**config.mk**
```make
export PLATFORM = sky130hd
export DESIGN_NAME = spfrx_top
export DESIGN_NICKNAME = d
export VERILOG_FILES = /design/src/spfrx_top.v
export VERILOG_INCLUDE_DIRS = /design/src /design/src/src
export SDC_FILE = /design/constraint.sdc
export NUM_CORES = 1
export LEC_CHECK = 0
export BUFFER_PORTS_ARGS = -buffer_cell sky130_fd_sc_hd__buf_2
export CAP_MARGIN = 40
export CORE_MARGIN = 3
export CORE_UTILIZATION = 40
export CTS_BUF_LIST = sky130_fd_sc_hd__clkbuf_16
export CTS_CLUSTER_SIZE = 10
export DETAILED_ROUTE_END_ITERATION = 7
export GPL_TIMING_DRIVEN = 0
export PLACE_DENSITY = 0.58
export SYNTH_ARGS = -nofsm -noshare
export SYNTH_HDL_FRONTEND = slang
export SYNTH_SLANG_ARGS = --single-unit
```
**constraint.sdc**
```tcl
create_clock -name mclk -period 6.8 [get_ports mclk]
set_input_delay 1.02 -clock mclk [delete_from_list [all_inputs] [get_ports mclk]]
set_output_delay 1.02 -clock mclk [all_outputs]
set_load 0.05 [all_outputs]
```
**src/spfrx_regs.vh**
```
// register map, field positions, reset values and timing counts of the serial port
`ifndef SPFRX_REGS_VH
`define SPFRX_REGS_VH
// byte offsets on the register bus
`define SPFRX_OFF_DATA      8'h00
`define SPFRX_OFF_STATUS    8'h04
`define SPFRX_OFF_CONTROL   8'h08
`define SPFRX_OFF_FORMAT    8'h0c
`define SPFRX_OFF_BAUD      8'h10
// status_reg_a bits
`define SPFRX_ST_RXC        7
`define SPFRX_ST_TXC        6
`define SPFRX_ST_UDRE       5
`define SPFRX_ST_FE         4
`define SPFRX_ST_DOR        3
`define SPFRX_ST_PE         2
// control_reg_b bits
`define SPFRX_CT_RXEN       0
`define SPFRX_CT_TRANSMITTER_ENABLE       1
`define SPFRX_CT_RXCIE      2
`define SPFRX_CT_TXCIE      3
`define SPFRX_CT_UDRIE      4
`define SPFRX_CT_TX9        5
`define SPFRX_CT_RX9        6
// format bits
`define SPFRX_FM_SIZE_LO    0
`define SPFRX_FM_SIZE_HI    2
`define SPFRX_FM_PAREN      3
`define SPFRX_FM_PARODD     4
`define SPFRX_FM_STOP2      5
`define SPFRX_FM_SYNC       6
// reset values
`define SPFRX_RST_SIZE      3'h3
`define SPFRX_RST_BAUD      12'h00c
// character size code for nine data bits
`define SPFRX_SIZE_NINE     3'h7
// oversampling: last sub-bit index and the three voting samples
`define SPFRX_SUB_LAST      4'hf
`define SPFRX_VOTE_A        4'h7
`define SPFRX_VOTE_B        4'h8
`define SPFRX_VOTE_C        4'h9
`endif

```
**src/spfrx_top.v**
```verilog
// serial port: transmit flags, parity insertion, receive buffer and flags behind an ahb-lite slave
`default_nettype none
`include "spfrx_regs.vh"

module spfrx_top (
  input  wire        mclk,                 // system clock
  input  wire        resetn,               // async reset, active low
  input  wire        hsel,                 // slave select
  input  wire [31:0] haddr,                // byte address
  input  wire [1:0]  htrans,               // transfer type
  input  wire        hwrite,               // write not read
  input  wire [2:0]  hsize,                // transfer size
  input  wire [31:0] hwdata,               // write data
  input  wire        hready,               // bus ready
  output reg         hreadyout,            // slave ready
  output reg         hresp,                // response, always okay
  output reg  [31:0] hrdata,               // read data
  input  wire        serial_in_pin,        // receive line
  input  wire        transfer_clock_pin,   // external transfer clock
  input  wire        tx_complete_irq_ack,  // transmit-complete interrupt taken
  output reg         serial_out_pin,       // transmit line
  output reg         serial_out_override,  // high while transmitter owns pin
  output reg         serial_in_override,   // high while receiver owns pin
  output reg         irq_rx_complete,      // receive-complete request
  output reg         irq_tx_buffer_empty,  // buffer-empty request
  output reg         irq_tx_complete       // transmit-complete request
);
  localparam RX_IDLE  = 2'h0;
  localparam RX_START = 2'h1;
  localparam RX_DATA  = 2'h2;

  reg  [1:0]  rst_sync;
  reg  [1:0]  rxd_sync;
  reg  [1:0]  xck_sync;
  reg         xck_prev;
  reg         rxd_prev;
  reg  [11:0] baud_cnt;
  reg         wr_pend;
  reg  [7:0]  wr_addr;
  reg         receiver_enable;
  reg         transmitter_enable;
  reg         rx_complete_irq_en;
  reg         tx_complete_irq_en;
  reg         tx_buffer_empty_irq_en;
  reg         tx_ninth_bit;
  reg  [2:0]  char_size_field;
  reg         parity_enable_bit;
  reg         parity_odd;
  reg         two_stop;
  reg         sync_mode;
  reg  [11:0] baud_div;
  reg  [8:0]  tx_hold;
  reg         tx_buffer_empty_flag;
  reg         tx_complete_flag;
  reg         tx_busy;
  reg         tx_on;
  reg  [12:0] tx_shift;
  reg  [3:0]  tx_left;
  reg  [3:0]  tx_sub;
  reg  [11:0] tx_frame;
  reg         tx_par;
  reg  [1:0]  rx_state;
  reg  [3:0]  rx_sub;
  reg  [1:0]  rx_votes;
  reg  [3:0]  rx_cnt;
  reg  [10:0] rx_shift;
  reg  [10:0] rx_cur;
  reg  [11:0] rx_fifo [0:1];
  reg         rx_rd_ptr;
  reg         rx_wr_ptr;
  reg  [1:0]  rx_count;
  reg  [11:0] rx_wait;
  reg         rx_wait_v;
  reg         rx_lost;
  reg  [31:0] next_hrdata;
  integer     i;

  wire        rst_n = rst_sync[1];
  wire        rxd = rxd_sync[1];
  wire        xck = xck_sync[1];
  wire        xck_rise = xck & ~xck_prev;
  wire        xck_fall = ~xck & xck_prev;
  wire        baud_tick = (baud_cnt == 12'h000);
  wire        ahb_take = hsel & htrans[1] & hready;
  wire        rd_data = ahb_take & ~hwrite & (haddr[7:0] == `SPFRX_OFF_DATA);
  wire        wr_data = wr_pend & (wr_addr == `SPFRX_OFF_DATA);
  wire        wr_status = wr_pend & (wr_addr == `SPFRX_OFF_STATUS);
  wire        wr_control = wr_pend & (wr_addr == `SPFRX_OFF_CONTROL);
  wire        wr_format = wr_pend & (wr_addr == `SPFRX_OFF_FORMAT);
  wire        wr_baud = wr_pend & (wr_addr == `SPFRX_OFF_BAUD);

  // frame geometry from the character size code
  wire [3:0]  nbits = (char_size_field == `SPFRX_SIZE_NINE) ? 4'h9 :
                      (char_size_field < 3'h4) ? ({1'b0, char_size_field} + 4'h5) : 4'h8;
  wire [8:0]  data_mask = ~(9'h1ff << nbits);
  wire [3:0]  tx_len = nbits + {3'h0, parity_enable_bit} + (two_stop ? 4'h2 : 4'h1) + 4'h1;
  wire [3:0]  rx_need = nbits + {3'h0, parity_enable_bit} + 4'h1;

  // reset release through two flops
  always @(posedge mclk or negedge resetn) begin
    if (!resetn)
      rst_sync <= 2'h0;
    else
      rst_sync <= {rst_sync[0], 1'b1};
  end

  // pin synchronisers; only the second stage is looked at
  always @(posedge mclk or negedge rst_n) begin
    if (!rst_n) begin
      rxd_sync <= 2'h3;
      xck_sync <= 2'h0;
      rxd_prev <= 1'b1;
      xck_prev <= 1'b0;
    end else begin
      rxd_sync <= {rxd_sync[0], serial_in_pin};
      xck_sync <= {xck_sync[0], transfer_clock_pin};
      rxd_prev <= rxd;
      xck_prev <= xck;
    end
  end

  // oversampling tick, sixteen per bit
  always @(posedge mclk or negedge rst_n) begin
    if (!rst_n)
      baud_cnt <= 12'h000;
    else if (baud_tick)
      baud_cnt <= baud_div;
    else
      baud_cnt <= baud_cnt - 12'h001;
  end

  // ahb-lite address phase capture; zero wait states
  always @(posedge mclk or negedge rst_n) begin
    if (!rst_n) begin
      wr_pend   <= 1'b0;
      wr_addr   <= 8'h00;
      hreadyout <= 1'b0;
      hresp     <= 1'b0;
      hrdata    <= 32'h0000_0000;
    end else begin
      wr_pend   <= ahb_take & hwrite;
      wr_addr   <= haddr[7:0];
      hreadyout <= 1'b1;
      hresp     <= 1'b0;
      if (ahb_take & ~hwrite)
        hrdata <= next_hrdata;
    end
  end

  // control and format registers, written in the data phase
  always @(posedge mclk or negedge rst_n) begin
    if (!rst_n) begin
      receiver_enable        <= 1'b0;
      transmitter_enable     <= 1'b0;
      rx_complete_irq_en     <= 1'b0;
      tx_complete_irq_en     <= 1'b0;
      tx_buffer_empty_irq_en <= 1'b0;
      tx_ninth_bit           <= 1'b0;
      char_size_field        <= `SPFRX_RST_SIZE;
      parity_enable_bit      <= 1'b0;
      parity_odd             <= 1'b0;
      two_stop               <= 1'b0;
      sync_mode              <= 1'b0;
      baud_div               <= `SPFRX_RST_BAUD;
    end else begin
      if (wr_control) begin
        receiver_enable        <= hwdata[`SPFRX_CT_RXEN];
        transmitter_enable     <= hwdata[`SPFRX_CT_TRANSMITTER_ENABLE];
        rx_complete_irq_en     <= hwdata[`SPFRX_CT_RXCIE];
        tx_complete_irq_en     <= hwdata[`SPFRX_CT_TXCIE];
        tx_buffer_empty_irq_en <= hwdata[`SPFRX_CT_UDRIE];
        tx_ninth_bit           <= hwdata[`SPFRX_CT_TX9];
      end
      if (wr_format) begin
        char_size_field   <= hwdata[`SPFRX_FM_SIZE_HI:`SPFRX_FM_SIZE_LO];
        parity_enable_bit <= hwdata[`SPFRX_FM_PAREN];
        parity_odd        <= hwdata[`SPFRX_FM_PARODD];
        two_stop          <= hwdata[`SPFRX_FM_STOP2];
        sync_mode         <= hwdata[`SPFRX_FM_SYNC];
      end
      if (wr_baud)
        baud_div <= hwdata[11:0];
    end
  end

  // transmit frame image: data, optional parity, then stop ones
  always @* begin
    tx_par = (^(tx_hold & data_mask)) ^ parity_odd;
    tx_frame = 12'hfff;
    for (i = 0; i < 12; i = i + 1) begin
      if (i < nbits)
        tx_frame[i] = tx_hold[i % 9];
      else if ((i == nbits) && parity_enable_bit)
        tx_frame[i] = tx_par;
    end
  end

  wire tx_step = sync_mode ? xck_fall : (baud_tick && (tx_sub == `SPFRX_SUB_LAST));
  wire tx_last = tx_busy & tx_step & (tx_left == 4'h1);
  wire tx_load = tx_on & ~tx_buffer_empty_flag & (~tx_busy | tx_last);

  // transmit path: holding buffer, shifter and both flags
  always @(posedge mclk or negedge rst_n) begin
    if (!rst_n) begin
      tx_hold              <= 9'h000;
      tx_buffer_empty_flag <= 1'b1;
      tx_complete_flag     <= 1'b0;
      tx_busy              <= 1'b0;
      tx_on                <= 1'b0;
      tx_shift             <= 13'h1fff;
      tx_left              <= 4'h0;
      tx_sub               <= 4'h0;
      serial_out_pin       <= 1'b1;
      serial_out_override  <= 1'b0;
    end else begin
      // pending data keeps the transmitter alive after enable drops
      tx_on <= transmitter_enable | (tx_on & (tx_busy | ~tx_buffer_empty_flag));
      serial_out_override <= tx_on;
      serial_out_pin <= tx_busy ? tx_shift[0] : 1'b1;
      if (baud_tick)
        tx_sub <= tx_sub + 4'h1;
      if (tx_load) begin
        tx_shift <= {tx_frame, 1'b0};
        tx_left  <= tx_len;
        tx_busy  <= 1'b1;
        tx_sub   <= 4'h0;
        tx_buffer_empty_flag <= 1'b1;
      end else if (tx_last) begin
        tx_busy <= 1'b0;
      end else if (tx_busy & tx_step) begin
        tx_shift <= {1'b1, tx_shift[12:1]};
        tx_left  <= tx_left - 4'h1;
      end
      // a late write still lands in the holding buffer
      if (wr_data) begin
        tx_hold <= {tx_ninth_bit, hwdata[7:0]};
        tx_buffer_empty_flag <= 1'b0;
      end
      // set beats clear when they meet
      if (tx_last & ~tx_load)
        tx_complete_flag <= 1'b1;
      else if (tx_complete_irq_ack)
        tx_complete_flag <= 1'b0;
      else if (wr_status & hwdata[`SPFRX_ST_TXC])
        tx_complete_flag <= 1'b0;
    end
  end

  // receive bit strobe: majority of three in async, transfer clock edge in sync
  wire rx_maj = (rx_votes[1] & rx_votes[0]) | (rx_votes[1] & rxd) | (rx_votes[0] & rxd);
  wire rx_strobe = sync_mode ? xck_rise : (baud_tick && (rx_sub == `SPFRX_VOTE_C));
  wire rx_val = sync_mode ? rxd : rx_maj;
  wire rx_fall = ~rxd & rxd_prev;
  wire rx_begin = (rx_state == RX_IDLE) & (sync_mode ? (rx_strobe & ~rx_val) : rx_fall);
  wire rx_done = (rx_state == RX_DATA) & rx_strobe & (rx_cnt == rx_need - 4'h1);

  // receive frame image with the current bit in place
  always @* begin
    rx_cur = rx_shift;
    rx_cur[rx_cnt] = rx_val;
  end

  wire [8:0]  rx_dat = rx_cur[8:0] & data_mask;
  wire        rx_par = rx_cur[nbits];
  wire        rx_stop = rx_cur[nbits + {3'h0, parity_enable_bit}];
  wire        rx_pe = parity_enable_bit & (rx_par != ((^rx_dat) ^ parity_odd));
  wire [11:0] rx_entry = {rx_pe, rx_lost, ~rx_stop, rx_dat};
  wire        rx_pop = rd_data & (rx_count != 2'h0);
  wire        rx_space = (rx_count != 2'h2) | rx_pop;
  wire        rx_push_wait = rx_wait_v & rx_space;
  wire        rx_push_new = rx_done & rx_space & ~rx_wait_v;
  wire        rx_push = rx_push_wait | rx_push_new;
  wire [11:0] rx_head = rx_fifo[rx_rd_ptr];
  wire        rx_complete_flag = (rx_count != 2'h0);

  // receiver sequencer and two-entry buffer
  always @(posedge mclk or negedge rst_n) begin
    if (!rst_n) begin
      rx_state   <= RX_IDLE;
      rx_sub     <= 4'h0;
      rx_votes   <= 2'h3;
      rx_cnt     <= 4'h0;
      rx_shift   <= 11'h000;
      rx_fifo[0] <= 12'h000;
      rx_fifo[1] <= 12'h000;
      rx_rd_ptr  <= 1'b0;
      rx_wr_ptr  <= 1'b0;
      rx_count   <= 2'h0;
      rx_wait    <= 12'h000;
      rx_wait_v  <= 1'b0;
      rx_lost    <= 1'b0;
      serial_in_override <= 1'b0;
    end else if (!receiver_enable) begin
      // disable is immediate and drops everything held
      rx_state  <= RX_IDLE;
      rx_count  <= 2'h0;
      rx_rd_ptr <= 1'b0;
      rx_wr_ptr <= 1'b0;
      rx_wait_v <= 1'b0;
      rx_lost   <= 1'b0;
      serial_in_override <= 1'b0;
    end else begin
      serial_in_override <= 1'b1;
      if (baud_tick) begin
        rx_sub <= rx_sub + 4'h1;
        if ((rx_sub == `SPFRX_VOTE_A) || (rx_sub == `SPFRX_VOTE_B))
          rx_votes <= {rx_votes[0], rxd};
      end
      case (rx_state)
        RX_IDLE: begin
          if (rx_begin) begin
            rx_cnt <= 4'h0;
            rx_sub <= 4'h0;
            rx_state <= sync_mode ? RX_DATA : RX_START;
          end
        end
        RX_START: begin
          // a high majority at mid start is a spike
          if (rx_strobe)
            rx_state <= rx_val ? RX_IDLE : RX_DATA;
        end
        RX_DATA: begin
          if (rx_strobe) begin
            rx_shift[rx_cnt] <= rx_val;
            rx_cnt <= rx_cnt + 4'h1;
            if (rx_done)
              rx_state <= RX_IDLE;
          end
        end
        default: rx_state <= RX_IDLE;
      endcase
      // a start while a third frame waits loses that frame
      if (rx_begin & rx_wait_v & ~rx_push_wait) begin
        rx_wait_v <= 1'b0;
        rx_lost   <= 1'b1;
      end else if (rx_push_wait) begin
        rx_wait_v <= rx_done;
        rx_wait   <= rx_entry;
      end else if (rx_done & ~rx_push_new) begin
        rx_wait   <= rx_entry;
        rx_wait_v <= 1'b1;
        rx_lost   <= rx_lost | rx_wait_v;
      end
      if (rx_push) begin
        rx_fifo[rx_wr_ptr] <= rx_push_wait ? rx_wait : rx_entry;
        rx_wr_ptr <= ~rx_wr_ptr;
        if (rx_push_new)
          rx_lost <= 1'b0;
      end
      if (rx_pop)
        rx_rd_ptr <= ~rx_rd_ptr;
      rx_count <= rx_count + {1'b0, rx_push} - {1'b0, rx_pop};
    end
  end

  // read mux; status and ninth bit show the oldest entry
  always @* begin
    next_hrdata = 32'h0000_0000;
    case (haddr[7:0])
      `SPFRX_OFF_DATA:
        next_hrdata[7:0] = rx_complete_flag ? rx_head[7:0] : 8'h00;
      `SPFRX_OFF_STATUS: begin
        next_hrdata[`SPFRX_ST_RXC]  = rx_complete_flag;
        next_hrdata[`SPFRX_ST_TXC]  = tx_complete_flag;
        next_hrdata[`SPFRX_ST_UDRE] = tx_buffer_empty_flag;
        next_hrdata[`SPFRX_ST_FE]   = rx_complete_flag & rx_head[9];
        next_hrdata[`SPFRX_ST_DOR]  = rx_complete_flag & rx_head[10];
        next_hrdata[`SPFRX_ST_PE]   = rx_complete_flag & rx_head[11];
      end
      `SPFRX_OFF_CONTROL: begin
        next_hrdata[`SPFRX_CT_RXEN]  = receiver_enable;
        next_hrdata[`SPFRX_CT_TRANSMITTER_ENABLE]  = transmitter_enable;
        next_hrdata[`SPFRX_CT_RXCIE] = rx_complete_irq_en;
        next_hrdata[`SPFRX_CT_TXCIE] = tx_complete_irq_en;
        next_hrdata[`SPFRX_CT_UDRIE] = tx_buffer_empty_irq_en;
        next_hrdata[`SPFRX_CT_TX9]   = tx_ninth_bit;
        next_hrdata[`SPFRX_CT_RX9]   = rx_complete_flag & rx_head[8];
      end
      `SPFRX_OFF_FORMAT: begin
        next_hrdata[`SPFRX_FM_SIZE_HI:`SPFRX_FM_SIZE_LO] = char_size_field;
        next_hrdata[`SPFRX_FM_PAREN]  = parity_enable_bit;
        next_hrdata[`SPFRX_FM_PARODD] = parity_odd;
        next_hrdata[`SPFRX_FM_STOP2]  = two_stop;
        next_hrdata[`SPFRX_FM_SYNC]   = sync_mode;
      end
      `SPFRX_OFF_BAUD:
        next_hrdata[11:0] = baud_div;
      default:
        next_hrdata = 32'h0000_0000;
    endcase
  end

  // interrupt requests; global masking sits in the interrupt controller
  always @(posedge mclk or negedge rst_n) begin
    if (!rst_n) begin
      irq_rx_complete     <= 1'b0;
      irq_tx_buffer_empty <= 1'b0;
      irq_tx_complete     <= 1'b0;
    end else begin
      irq_rx_complete     <= rx_complete_flag & rx_complete_irq_en;
      irq_tx_buffer_empty <= tx_buffer_empty_flag & tx_buffer_empty_irq_en;
      irq_tx_complete     <= tx_complete_flag & tx_complete_irq_en;
    end
  end

endmodule
`default_nettype wire

```
After elaboration in Yosys (flattened, before gate mapping)
Index checks and enable logic that the tools add are counted.
{"block": "classes", "n_reduce_logical": 39, "shifts": 1, "n_lt_le_gt_ge": 20, "muxes": 99, "eq_ne": 40, "add_sub_neg": 13, "bitwise": 72}
{"cell": "2-to-1 mux 12 bit", "n": 8}
{"cell": "2-to-1 mux 1 bit", "n": 54}
{"cell": "2-to-1 mux 4 bit", "n": 13}
{"cell": "AND 1 bit", "n": 42}
{"cell": "2-to-1 mux 13 bit", "n": 3}
{"cell": "equality test 8 x 4 -> 1 bit, second input constant", "n": 4}
{"cell": "case mux 5 bit (5 select lines)", "n": 1}
{"cell": "bitwise mux 24 bit", "n": 1}
{"cell": "adder 4 x 1 -> 4 bit, second input constant", "n": 5}
{"cell": "AND 9 bit", "n": 2}
{"cell": "2-to-1 mux 2 bit", "n": 9}
{"cell": "XOR reduction 9 bit", "n": 2}
{"cell": "equality test 3 x 4 -> 1 bit, first input constant", "n": 4}
{"cell": "equality test 4 bit, first input constant", "n": 4}
{"cell": "equality test 8 x 3 -> 1 bit, second input constant", "n": 2}
{"cell": "equality test 8 x 5 -> 1 bit, second input constant", "n": 2}
{"cell": "logical AND 1 bit", "n": 16}
{"cell": "logical NOT 8 bit", "n": 2}
{"cell": "less-than comparator 3 x 4 -> 1 bit, first input constant", "n": 4}
{"cell": "less-than comparator 4 bit, first input constant", "n": 4}
{"cell": "less-than comparator 4 x 5 -> 1 bit, second input constant", "n": 3}
{"cell": "NOT 1 bit", "n": 15}
{"cell": "nonzero test 2 bit", "n": 7}
{"cell": "demux 12 bit (select 1 bit)", "n": 1}
{"cell": "other kinds (48)", "n": 76}
{"block": "word_totals", "reg_bits": 172, "word_cells": 333}

Depth between registers and ports, before layout
Gate-level depths: netlist (run 1).
{"block": "depth", "depth_word": 18, "depth_mapped": 16, "mapped_depth_nobuf": 15}

Worst setup path after synthesis (run 1)
Ideal clock, no wire load.
{"block": "synth_timing", "path_kind": "register to register", "from": "reg char_size_field[0]", "to": "reg rx_wait[10]", "arrival_ps": 3275, "setup_time_ps": 125, "required_ps": 6675, "setup_slack_ps": 3400, "synth_period_minus_slack_ps": 3400, "stages_incl_launch_ff": 16, "cell_sequence": "dfstp_2 -> ha_1 -> nand2b_1 -> and2_1 -> clkbuf_1 -> ha_1 -> ha_1 -> xnor2_2 -> xnor2_1 -> nand4_1 -> or3_4 -> o21ai_1 -> and2_1 -> buf_6 -> buf_12 -> mux2_4"}
{"block": "synth_via", "elab_chain_cells": 14, "elab_cells_between_ends": 16}
{"item": "from (decl)", "line": "spfrx_top.v:46", "text": "reg [2:0] char_size_field;"}
{"item": "from (signal assigned)", "line": "spfrx_top.v:159", "text": "char_size_field <= `SPFRX_RST_SIZE;"}
{"item": "from (signal assigned)", "line": "spfrx_top.v:175", "text": "char_size_field <= hwdata[`SPFRX_FM_SIZE_HI:`SPFRX_FM_SIZE_LO];"}
{"item": "adder 3 x 3 -> 4 bit / less-than comparator 3 bit (equally long branches)", "line": "spfrx_top.v:94", "text": "(char_size_field < 3'h4) ? ({1'b0, char_size_field} + 4'h5) : 4'h8;"}
{"item": "2-to-1 mux 4 bit", "line": "spfrx_top.v:94"}
{"item": "2-to-1 mux 4 bit *", "line": "spfrx_top.v:93", "text": "wire [3:0] nbits = (char_size_field == `SPFRX_SIZE_NINE) ? 4'h9 :"}
{"item": "adder 4 x 1 -> 4 bit * (2 in a row)", "line": "spfrx_top.v:97", "text": "wire [3:0] rx_need = nbits + {3'h0, parity_enable_bit} + 4'h1;"}
{"item": "subtractor 4 x 1 -> 4 bit *", "line": "spfrx_top.v:255", "text": "wire rx_done = (rx_state == RX_DATA) & rx_strobe & (rx_cnt == rx_need - 4'h1);"}
{"item": "equality test 4 bit *", "line": "spfrx_top.v:255"}
{"item": "AND 1 bit *", "line": "spfrx_top.v:255"}
{"item": "AND 1 bit (2 in a row)", "line": "spfrx_top.v:271", "text": "wire rx_push_new = rx_done & rx_space & ~rx_wait_v;"}
{"item": "NOT 1 bit", "line": "spfrx_top.v:339", "text": "end else if (rx_done & ~rx_push_new) begin"}
{"item": "AND 1 bit *", "line": "spfrx_top.v:339"}
{"item": "nonzero test 2 bit (no source line) *"}
{"item": "AND reduction 3 bit (no source line) *"}
{"item": "to (signal assigned)", "line": "spfrx_top.v:338", "text": "rx_wait <= rx_entry;"}
{"item": "to (signal assigned)", "line": "spfrx_top.v:340", "text": "rx_wait <= rx_entry;"}
{"item": "to (decl)", "line": "spfrx_top.v:72", "text": "reg [11:0] rx_wait;"}
Mark *: on every way between the ends. The rest lies on a longest branch, timed or not.
A chain may end at the register's enable or synchronous reset.

Final worst setup path (run 1)
{"block": "layout_timing", "from": "reg char_size_field[0]", "to": "reg rx_wait[9]"}
{"block": "layout_via", "elab_chain_cells": 14, "elab_cells_between_ends": 21}
{"item": "adder 3 x 3 -> 4 bit / less-than comparator 3 bit (equally long branches)", "line": "spfrx_top.v:94"}
{"item": "2-to-1 mux 4 bit", "line": "spfrx_top.v:94"}
{"item": "2-to-1 mux 4 bit *", "line": "spfrx_top.v:93"}
{"item": "adder 4 x 1 -> 4 bit *", "line": "spfrx_top.v:97, spfrx_top.v:265"}
{"item": "adder 4 x 1 -> 4 bit", "line": "spfrx_top.v:97"}
{"item": "subtractor 4 x 1 -> 4 bit", "line": "spfrx_top.v:255"}
{"item": "equality test 4 bit", "line": "spfrx_top.v:255"}
{"item": "AND 1 bit", "line": "spfrx_top.v:255"}
{"item": "AND 1 bit (2 in a row)", "line": "spfrx_top.v:271"}
{"item": "NOT 1 bit", "line": "spfrx_top.v:339"}
{"item": "AND 1 bit", "line": "spfrx_top.v:339"}
{"item": "nonzero test 2 bit (no source line)"}
{"item": "AND reduction 3 bit (no source line)"}
Mark *: on every way between the ends. The rest lies on a longest branch, timed or not. The select of a mux whose other input is x is not followed.

==> results of run 1 <==
-- cells in the mapped netlist, types with 7 or more instances --
cell and instances:
dfrtp_1 148, nand2_1 95, nor2_1 57, o21ai_0 56, a21oi_1 52, mux2_2 47
dfstp_2 24, mux2i_1 24, nand3_1 24, buf_4 23, clkbuf_1 23, inv_1 22
xnor2_1 20, ha_1 19, nor3_1 17, o21ai_1 16, nand2b_1 13, nand3b_1 11
nor2b_1 11, a31oi_1 10, and2_1 9, and3_1 9, o21a_1 9, o31ai_1 9
xor2_1 9, a221oi_1 8, buf_2 8, o221ai_1 8, nand4_1 7, nor4_1 7
-- critical path, stage by stage (launching register included) --
cell	delay [ns]
dfstp_2	0.64
ha_1	0.29
clkbuf_1	0.23
inv_1	0.17
nor2_1	0.10
ha_1	0.23
xnor2_2	0.41
xnor2_1	0.18
nand4_1	0.20
or3_4	0.45
o21ai_1	0.11
and2_1	0.15
buf_6	0.13
buf_12	0.14
mux2_4	0.30
-- metrics by stage --
step	std cells	power [mW]	utilization (%)
2_1_floorplan	917	2.03	-
3_3_place_gp	1244	2.26	44.3
5_1_grt	1278	3.44	47.3
3_5_place_dp	1246	2.27	44.6
6_report	1278	3.26	47.3
4_1_cts	1278	3.28	47.3
-- path summary, 6_finish.rpt --
check                                   end  slack (ns)
worst max-delay path             rx_wait[9]        2.96
worst min-delay path            rst_sync[1]        0.35
worst max register to register   rx_wait[9]        2.96
worst min register to register  xck_sync[1]        0.35
max in group asynchronous       tx_shift[4]        5.63
min in group mclk               xck_sync[1]        0.35
-- layout by cell type, fill, tap and decap left out, types with 20 or more instances in the layout --
cell type and instances:
buf_4 23, nand2_1 95, inv_1 22, mux2i_1 24, dfrtp_1 147, mux2_2 47, o21ai_0 56, conb_1 23
a21oi_1 52, nand3_1 24, clkbuf_1 23, xnor2_1 20, dfstp_2 24, buf_2 55, nor2_1 57
-- logic make-up (layout without fill, tap and decap cells) --
| logic type | after synthesis | count (layout) | share of synthesized area, % |
|---|---|---|---|
| AO/OA/AOI/OAI | 212 | 212 | 14.7 |
| XOR/XNOR | 33 | 33 | 3.71 |
| adder cells (fa/ha/maj) | 22 | 22 | 3.05 |
| buffers and inverters | 82 | 163 | 4.76 |
| flip-flops | 172 | 172 | 47.4 |
| multiplexers | 79 | 79 | 9.89 |
| other | 2 | 23 | 0.0821 |
| AND/OR/NAND/NOR | 294 | 294 | 16.5 |
-- final cells by class --
type	instances	area, µm²	share of cell area [%]
buffer	59	349	3.33
timing repair buffer	49	290	2.77
inverter	23	86.3	0.824
sequential	172	4340	41.4
clock inverter	15	176	1.68
clock buffer	17	425	4.06
tap	280	350	3.34
multi-input combinational	663	4460	42.6
-- routing by layer --
layer | routed length [µm] | vias up | part of all wire, %
met4 | 372 | 0 | 1.6
met2 | 10500 | 155 | 45
li1 | - | 3364 | -
met5 | 0 | - | 0
met1 | 11400 | 3401 | 49
met3 | 1020 | 30 | 4.4
-- sequential cells by signal, indices dropped and copies added (netlist names), 8 cells and up --
signal	cells
rx_fifo	24
hrdata	12
wr_addr	8
baud_div	12
baud_cnt	12
tx_hold	9
rx_shift	11
tx_shift	13
rx_wait	12
-- power groups by stage --
stage | combinational [mW] | sequential [mW] | clock [mW]
after global routing | 1.02 | 1.36 | 1.07
after global placement | 0.894 | 1.36 | 0
after detailed placement | 0.923 | 1.35 | 0
after floorplan | 0.678 | 1.35 | 0
final | 0.918 | 1.33 | 1.01
after CTS | 0.925 | 1.33 | 1.03
==> metrics.cfg, run 1 <==
[layout]
final_area_um2 = 10500
final_layout_size_suffix_gt1_share_pct = 21.8
syn_to_final_growth_pct = 14.5
fillers = 2148
final_nets = 1082
antennaDiodeCount = 0

[pwr]
pwr-share-comb_pct = 28.2
p_sw_mw = 1.12
pwr-share-clk_pct = 30.9
p_seq_share_pct = 40.9
internal_power_mw = 2.14
leakage_nw = 4.65
p_per_area_nw_per_um2 = 311
switching_share_pct = 34.2
ir_worst_vdd_mv = 0.145

[synthesis]
yosysTopAreaCellShare_pct = 40.5
synthTopCellsByArea = dfrtp_1, dfstp_2, mux2_2, nand2_1, o21ai_0
seq_area_frac_synth_pct = 47.4
ys_warn_count = 0
syn_area_um2 = 9150
ys_ff_latch = 172
synthArstFlopShare_pct = 100
avgSynthCellArea_um2 = 10.2
synth_ff_type = dfrtp_1
syn_inst = 896
synth-edff-count = 0
yosys.area.top_type = dfrtp_1
synth_cell_type_count = 87

[setup_path]
r2r_start = char_size_field[0]
crit_arrival_ns = 4.16
end_kind = flop
crit_fanout = 10
critPathKind = flop to flop
r2r_cells = 14
worstSetupStartpoint = char_size_field[0]
cp_data_required_time_ns = 7.12
crit_path_start_kind = flop

[detailed_routing]
wirelength_um = 23200
wl_per_cell_um = 18.2
routed_via_density = 5.44
dr.pass1.iters = 5
drc_errors = 0
num_vias = 6950
antenna_left = 0
first_iter_violations = 532

[placement]
gp_congestion = 0.915
io_buffers = 47
dpl.hpwl_um = 17400
place_ws_ns = 2.98
placed_cell_area_um2 = 9870

[timing]
tightest_slew_ns = 0.801
min_period_ns = 3.84
setup-tns-final_ns = 0
final-hold-violation-count = 0
timing.fmax_ghz = 0.260
finClkSkew_ns = 0.0112
finalCritPeriodShare_pct = 56.5
rsz0062_at_grt = no
setup_viol = 0
holdWs_ns = 0.348
slew_headroom_pct = 46.6
timing.final.ws_setup_ns = 2.96
slew_viol_final = 0

[global_route]
grt_pass1_wl_um = 36700
gr-total-overflow = 0
grt_max_degree = 65
use_met1_pct = 28.3
grt.total_usage_pct = 19.2
busiest_layer = met2
grt_util_met2_pct = 29.4
antenna_found_initial = 0
grt_pass1_vias = 6486
grt_use_met3_pct = 3.77

[clock_tree]
cts_made_buffers = 17
clock_latency_ns = 0.44
cts_tree = built
cts_root_buf = clkbuf_16
clk_pin_slew_worst_paths_ns = 0.07
post_cts_buffers = 0
htree_levels = 4
clock_sinks = 172
cts-resized-gates = 0
hold_buffers = 0
cts.path.max_buffers = 2

[floorplan]
initial_core_util_pct = 41.3
io_pins = 117
rows = 54
die_height_um = 157
die_w_um = 157
die_area_um2 = 24700
core_area_um2 = 22200

[job]
max-cap-violations = 0

[min_path]
hp-class = input pin to async pin

[run_status]
status = completed

(Power assumes the default switching activity.)
==> run 2: changes to the inputs <==
--- a/config.mk
+++ b/config.mk
@@ -14,7 +14,7 @@
 export CTS_CLUSTER_SIZE = 10
 export DETAILED_ROUTE_END_ITERATION = 7
 export GPL_TIMING_DRIVEN = 0
-export PLACE_DENSITY = 0.58
+export PLACE_DENSITY = 0.6
 export SYNTH_ARGS = -nofsm -noshare
 export SYNTH_HDL_FRONTEND = slang
 export SYNTH_SLANG_ARGS = --single-unit
==> constraint.sdc (replaced) <==
create_clock -name mclk -period 3.1 [get_ports mclk]
set_input_delay 0.465 -clock mclk [delete_from_list [all_inputs] [get_ports mclk]]
set_output_delay 0.465 -clock mclk [all_outputs]
set_load 0.05 [all_outputs]
==> run 2 against run 1 <==
Effect of this change:
- the run now ends with negative setup slack left
- cell area is 5.5% higher
- register-to-register slack worse by 3.0 ns
- global-route usage is 0.56 points higher
- first-iteration DRC count is 10% lower
- routed wire length is 3.7% higher
- clock-buffer cell count stayed put
- critical path depth is 1 higher
- setup slack worse by 3.0 ns
- critical path type unchanged
- largest cell class unchanged
- largest power group unchanged
==> metrics.cfg, run 2 (same netlist as run 1, synthesis figures left out) <==
[pwr]
p_per_area_nw_per_um2 = 674
ir_worst_vdd_mv = 0.424
leakage_nw = 4.88

[setup_path]
cp_data_required_time_ns = 3.42
crit_arrival_ns = 3.44
slowest_stage = dfstp_2
crit_path_start_kind = flop
critPathKind = flop to flop
crit_buf_inv = 3
cp_common_cell = ha_4
crit_fanout = 5
path_cells = buf_6 > nand2b_4 > and2_4 > ha_4 > ha_4 > xnor2_4 > xnor2_1 > nand4_1 > buf_4 > nor3_4 > o21ai_2 > or3_4 > clkbuf_16 > nand2_1 > o21ai_1
end_kind = flop
cpLargestDelayFamily = simple AND/OR/NAND/NOR gates
critPathMaxStageDelay_ns = 0.60

[timing]
final-hold-violation-count = 0
timing.fmax_ghz = 0.321
setup-tns-final_ns = -0.0371
slew_viol_final = 0
timing.final.ws_setup_ns = -0.0165
setup_viol = 5
min_period_ns = 3.12
finClkSkew_ns = 0.0111
finalCritPeriodShare_pct = 101
holdWs_ns = 0.120
tightest_slew_ns = 0.745
rsz0062_at_grt = yes
slew_headroom_pct = 50.3

[global_route]
grt.total_usage_pct = 19.8
grt_pass1_wl_um = 37800
grt_max_degree = 63
antenna_found_initial = 0
gr-total-overflow = 0
grt_pass1_vias = 6796

[clock_tree]
clock_latency_ns = 0.44
cts_tree = built
cts.path.max_buffers = 2
clock_sinks = 172
cts_root_buf = clkbuf_16
clk_pin_slew_worst_paths_ns = 0.07
cts_made_buffers = 17
htree_levels = 4

[layout]
fillers = 2047
syn_to_final_growth_pct = 20.8
utilization_pct = 49.9
antennaDiodeCount = 0
final_layout_size_suffix_gt1_share_pct = 28.5
layout_commonest_cell = dfrtp_1
final_cell_mix = dfrtp_1, nand2_1, nor2_1, o21ai_0, buf_2
final_nets = 1103
multi_input_area_um2 = 4740
top_regs = rx_fifo (24), tx_shift (13)
largest_reg_flops = 24
regMostFlops = rx_fifo
seq_area_um2 = 4340

[placement]
io_buffers = 47
dpl.hpwl_um = 17400
place_ws_ns = -0.350
gp_congestion = 0.896

[detailed_routing]
wirelength_um = 24100
routed_via_density = 5.47
wl_per_cell_um = 18.6
num_vias = 7108
first_iter_violations = 478
drc_errors = 0
antenna_left = 0
dr.pass1.iters = 5

[floorplan]
die_area_um2 = 24700
io_pins = 117
core_area_um2 = 22200
initial_core_util_pct = 41.3
die_height_um = 157
die_w_um = 157
rows = 54

[job]
max-cap-violations = 0

[run_status]
status = complete, but fails checks
violations = negative setup slack

[min_path]
hp-class = input pin to flop

run 2: cell count changes in the layout (fill, tap and decap cells not counted), sizes merged:
cell / before / now
inv: 31 / 27
bufinv: 2 / 4
buf: 85 / 106
dlygate4sd3: 0 / 1
clkinvlp: 1 / 3
clkbuf: 40 / 39
run 2: worst paths after layout:
check,from,endpoint,slack [ns],depth (start not counted)
hold reg to reg,rst_sync[0],rst_sync[1],0.35,0
max in group asynchronous,rst_sync[1],baud_div[3],1.64,2
hold / removal,serial_in_pin,rxd_sync[0],0.12,1
min in group asynchronous,resetn,rst_sync[0],0.33,2
setup / recovery,char_size_field[0],rx_fifo[20],-0.02,15
setup reg to reg,char_size_field[0],rx_fifo[20],-0.02,15
run 2: per-stage QoR:
step | power (mW) | cells | area, µm²
after detailed placement | 5.02 | 1246 | 9950
after floorplan | 4.46 | 917 | 9310
final | 7.45 | 1299 | 11100
after global routing | 7.84 | 1299 | 11100
after global placement | 4.95 | 1244 | 9900
after CTS | 7.40 | 1295 | 10800
run 2: layout make-up:
cell class / count / area share (%)
buffer: 56 / 3.31
clock inverter: 15 / 1.90
multi-input combinational: 663 / 42.9
tap: 280 / 3.17
timing repair buffer: 73 / 4.77
sequential: 172 / 39.3
inverter: 23 / 0.849
clock buffer: 17 / 3.85
run 2: timing repair:
| action | in CTS | in global routing |
|---|---|---|
| pin swaps | 7 | 19 |
| hold buffers | 1 | 0 |
| resized for setup | 16 | 58 |
| setup endpoints to repair | 48 | 59 |
| endpoints found under the hold margin | 2 | 0 |
| gates cloned | 1 | 1 |
| buffers inserted | 16 | 5 |
run 2: where the power goes:
| group | internal, mW | switching [mW] | leakage [nW] | total (mW) |
|---|---|---|---|---|
| sequential | 2.63 | 0.324 | 2.14 | 2.96 |
| clock | 1.36 | 0.969 | 0.304 | 2.33 |
| combinational | 0.948 | 1.21 | 2.44 | 2.16 |
run 2: metal layers:
layer  up-vias  global-route usage (%)  share of wire (%)
met3        27                    3.57                4.7
met1      3501                    28.4                 48
met2       174                    31.0                 46
met4         0                    5.41                1.4
li1       3406                       -                  -
met5         -                       0                  0
==> run 3: changes to the inputs <==
--- a/config.mk
+++ b/config.mk
@@ -8,6 +8,7 @@
 export LEC_CHECK = 0
 export BUFFER_PORTS_ARGS = -buffer_cell sky130_fd_sc_hd__buf_2
 export CAP_MARGIN = 40
+export CORE_ASPECT_RATIO = 0.8
 export CORE_MARGIN = 3
 export CORE_UTILIZATION = 40
 export CTS_BUF_LIST = sky130_fd_sc_hd__clkbuf_16
==> run 3 against run 2 <==
Effect of this change:
- the run still ends with negative setup slack left
- critical path depth decreased by 2
- die area barely moved
- clock skew is 0.0034 ns higher
- sequential share of layout area fell by 0.15 points
- hold slack improved by 0.0089 ns
- register-to-register slack worse by 0.03 ns
- cell area is 0.38% higher
- final cell count is 1.8% higher
- first-iteration DRC count rose by 31%
- critical path type unchanged
- highest routed layer unchanged
==> metrics.cfg, run 3 (same netlist as run 1, synthesis figures left out) <==
[timing]
finClkSkew_ns = 0.0146
timing.final.ws_setup_ns = -0.0499
slew_headroom_pct = 34.7
min_period_ns = 3.15
timing.fmax_ghz = 0.317
holdWs_ns = 0.128
setup_viol = 13
slew_viol_final = 0
rsz0062_at_grt = yes
finalCritPeriodShare_pct = 102
final-hold-violation-count = 0
tightest_slew_ns = 0.976

[clock_tree]
clock_sinks = 172
htree_levels = 4
clk_pin_slew_worst_paths_ns = 0.07
cts_tree = built
cts_made_buffers = 17
clock_latency_ns = 0.44
cts_root_buf = clkbuf_16
cts.path.max_buffers = 2

[layout]
final_layout_size_suffix_gt1_share_pct = 28.4
layout_commonest_cell = dfrtp_1
final_nets = 1107
antennaDiodeCount = 0
utilization_pct = 50.3
regMostFlops = rx_fifo
final_cell_mix = dfrtp_1, nand2_1, nor2_1, o21ai_0, buf_2
syn_to_final_growth_pct = 21.2
top_regs = rx_fifo (24), tx_shift (13)
largest_reg_flops = 24
final_area_um2 = 11100

[setup_path]
end_kind = flop
crit_path_start_kind = flop
cp_data_required_time_ns = 3.43
r2r_slack_ns = -0.05
critPathKind = flop to flop
crit_fanout = 6
crit_arrival_ns = 3.48

[floorplan]
rows = 48
die_area_um2 = 24700
die_w_um = 175
io_pins = 117
die_height_um = 141
core_area_um2 = 22000
initial_core_util_pct = 41.5

[global_route]
antenna_found_initial = 0
grt_pass1_vias = 6856
gr-total-overflow = 0
grt.total_usage_pct = 20.0
grt_pass1_wl_um = 38400
grt_max_degree = 59

[pwr]
p_per_area_nw_per_um2 = 658
leakage_nw = 4.91
p_total_mw = 7.30
ir_worst_vdd_mv = 0.583

[placement]
io_buffers = 47
gp_congestion = 0.914
dpl.hpwl_um = 18100
placed_cell_area_um2 = 10000

[run_status]
violations = negative setup slack
status = complete, but fails checks

[detailed_routing]
routed_via_density = 5.41
num_vias = 7152
first_iter_violations = 628
dr.pass1.iters = 5
drc_errors = 0
wl_per_cell_um = 18.4
antenna_left = 0
wirelength_um = 24400

[job]
max-cap-violations = 0

[min_path]
hp-class = input pin to flop

[run 3: final timing paths]
check / start / endpoint / cells past startpoint
max: char_size_field[0] / rx_wait[8] / 13
min in group asynchronous: rst_sync[1] / baud_div[0] / 0
min reg2reg: rst_sync[1] / baud_div[0] / 0
min: serial_in_pin / rxd_sync[0] / 1
max reg2reg: char_size_field[0] / rx_wait[8] / 13
max in group asynchronous: rst_sync[1] / tx_shift[11] / 2
[run 3: timing repair]
action / CTS / global route
pin swaps: 11 / 19
setup endpoints to repair: 49 / 52
resized for setup: 25 / 54
hold buffers: 1 / 0
gates cloned: 0 / 1
setup buffers: 20 / 3
hold endpoints to repair: 2 / 0
[run 3: power breakdown]
part / total, mW / switching (mW) / internal (mW)
Combinational: 2.17 / 1.21 / 0.955
Clock: 2.17 / 0.972 / 1.20
Sequential: 2.96 / 0.323 / 2.63
[run 3: layout make-up]
class                           instances  area (µm²)
Fill cell                            2037       10900
Multi-Input combinational cell        663        4760
Sequential cell                       172        4340
Timing Repair Buffer                   75         542
Clock buffer                           17         425
Buffer                                 58         400
Tap cell                              300         375
Clock inverter                         15         163
Inverter                               23        93.8
[run 3: metrics by stage]
step,setup TNS (ns),setup WS [ns],instances
finish,-0.263,-0.0499,1323
global route,-3.22,-0.137,1323
CTS,-0.504,-0.116,1319
detailed placement,-13.10,-0.379,1267
global placement,-134.64,-0.863,1264
floorplan,-0.119,-0.0199,917
[run 3: worst max-delay path, stage by stage, from the launching register on]
cell     delay [ns]
dfstp_2        0.61
ha_4           0.23
buf_4          0.13
nor2b_4        0.14
and3_4         0.19
nor3_4         0.31
xnor2_2        0.16
or3_4          0.40
o21ai_2        0.11
and2_1         0.14
buf_6          0.10
buf_12         0.12
buf_8          0.11
mux2_4         0.29
[run 3: per-layer routing]
layer / part of all wire [%] / global-route usage [%] / wire (µm)
met1: 52 / 31.4 / 12600
met2: 41 / 27.6 / 9980
met3: 6.7 / 5.30 / 1650
met4: 0.61 / 3.69 / 149
met5: 0 / 0 / 0
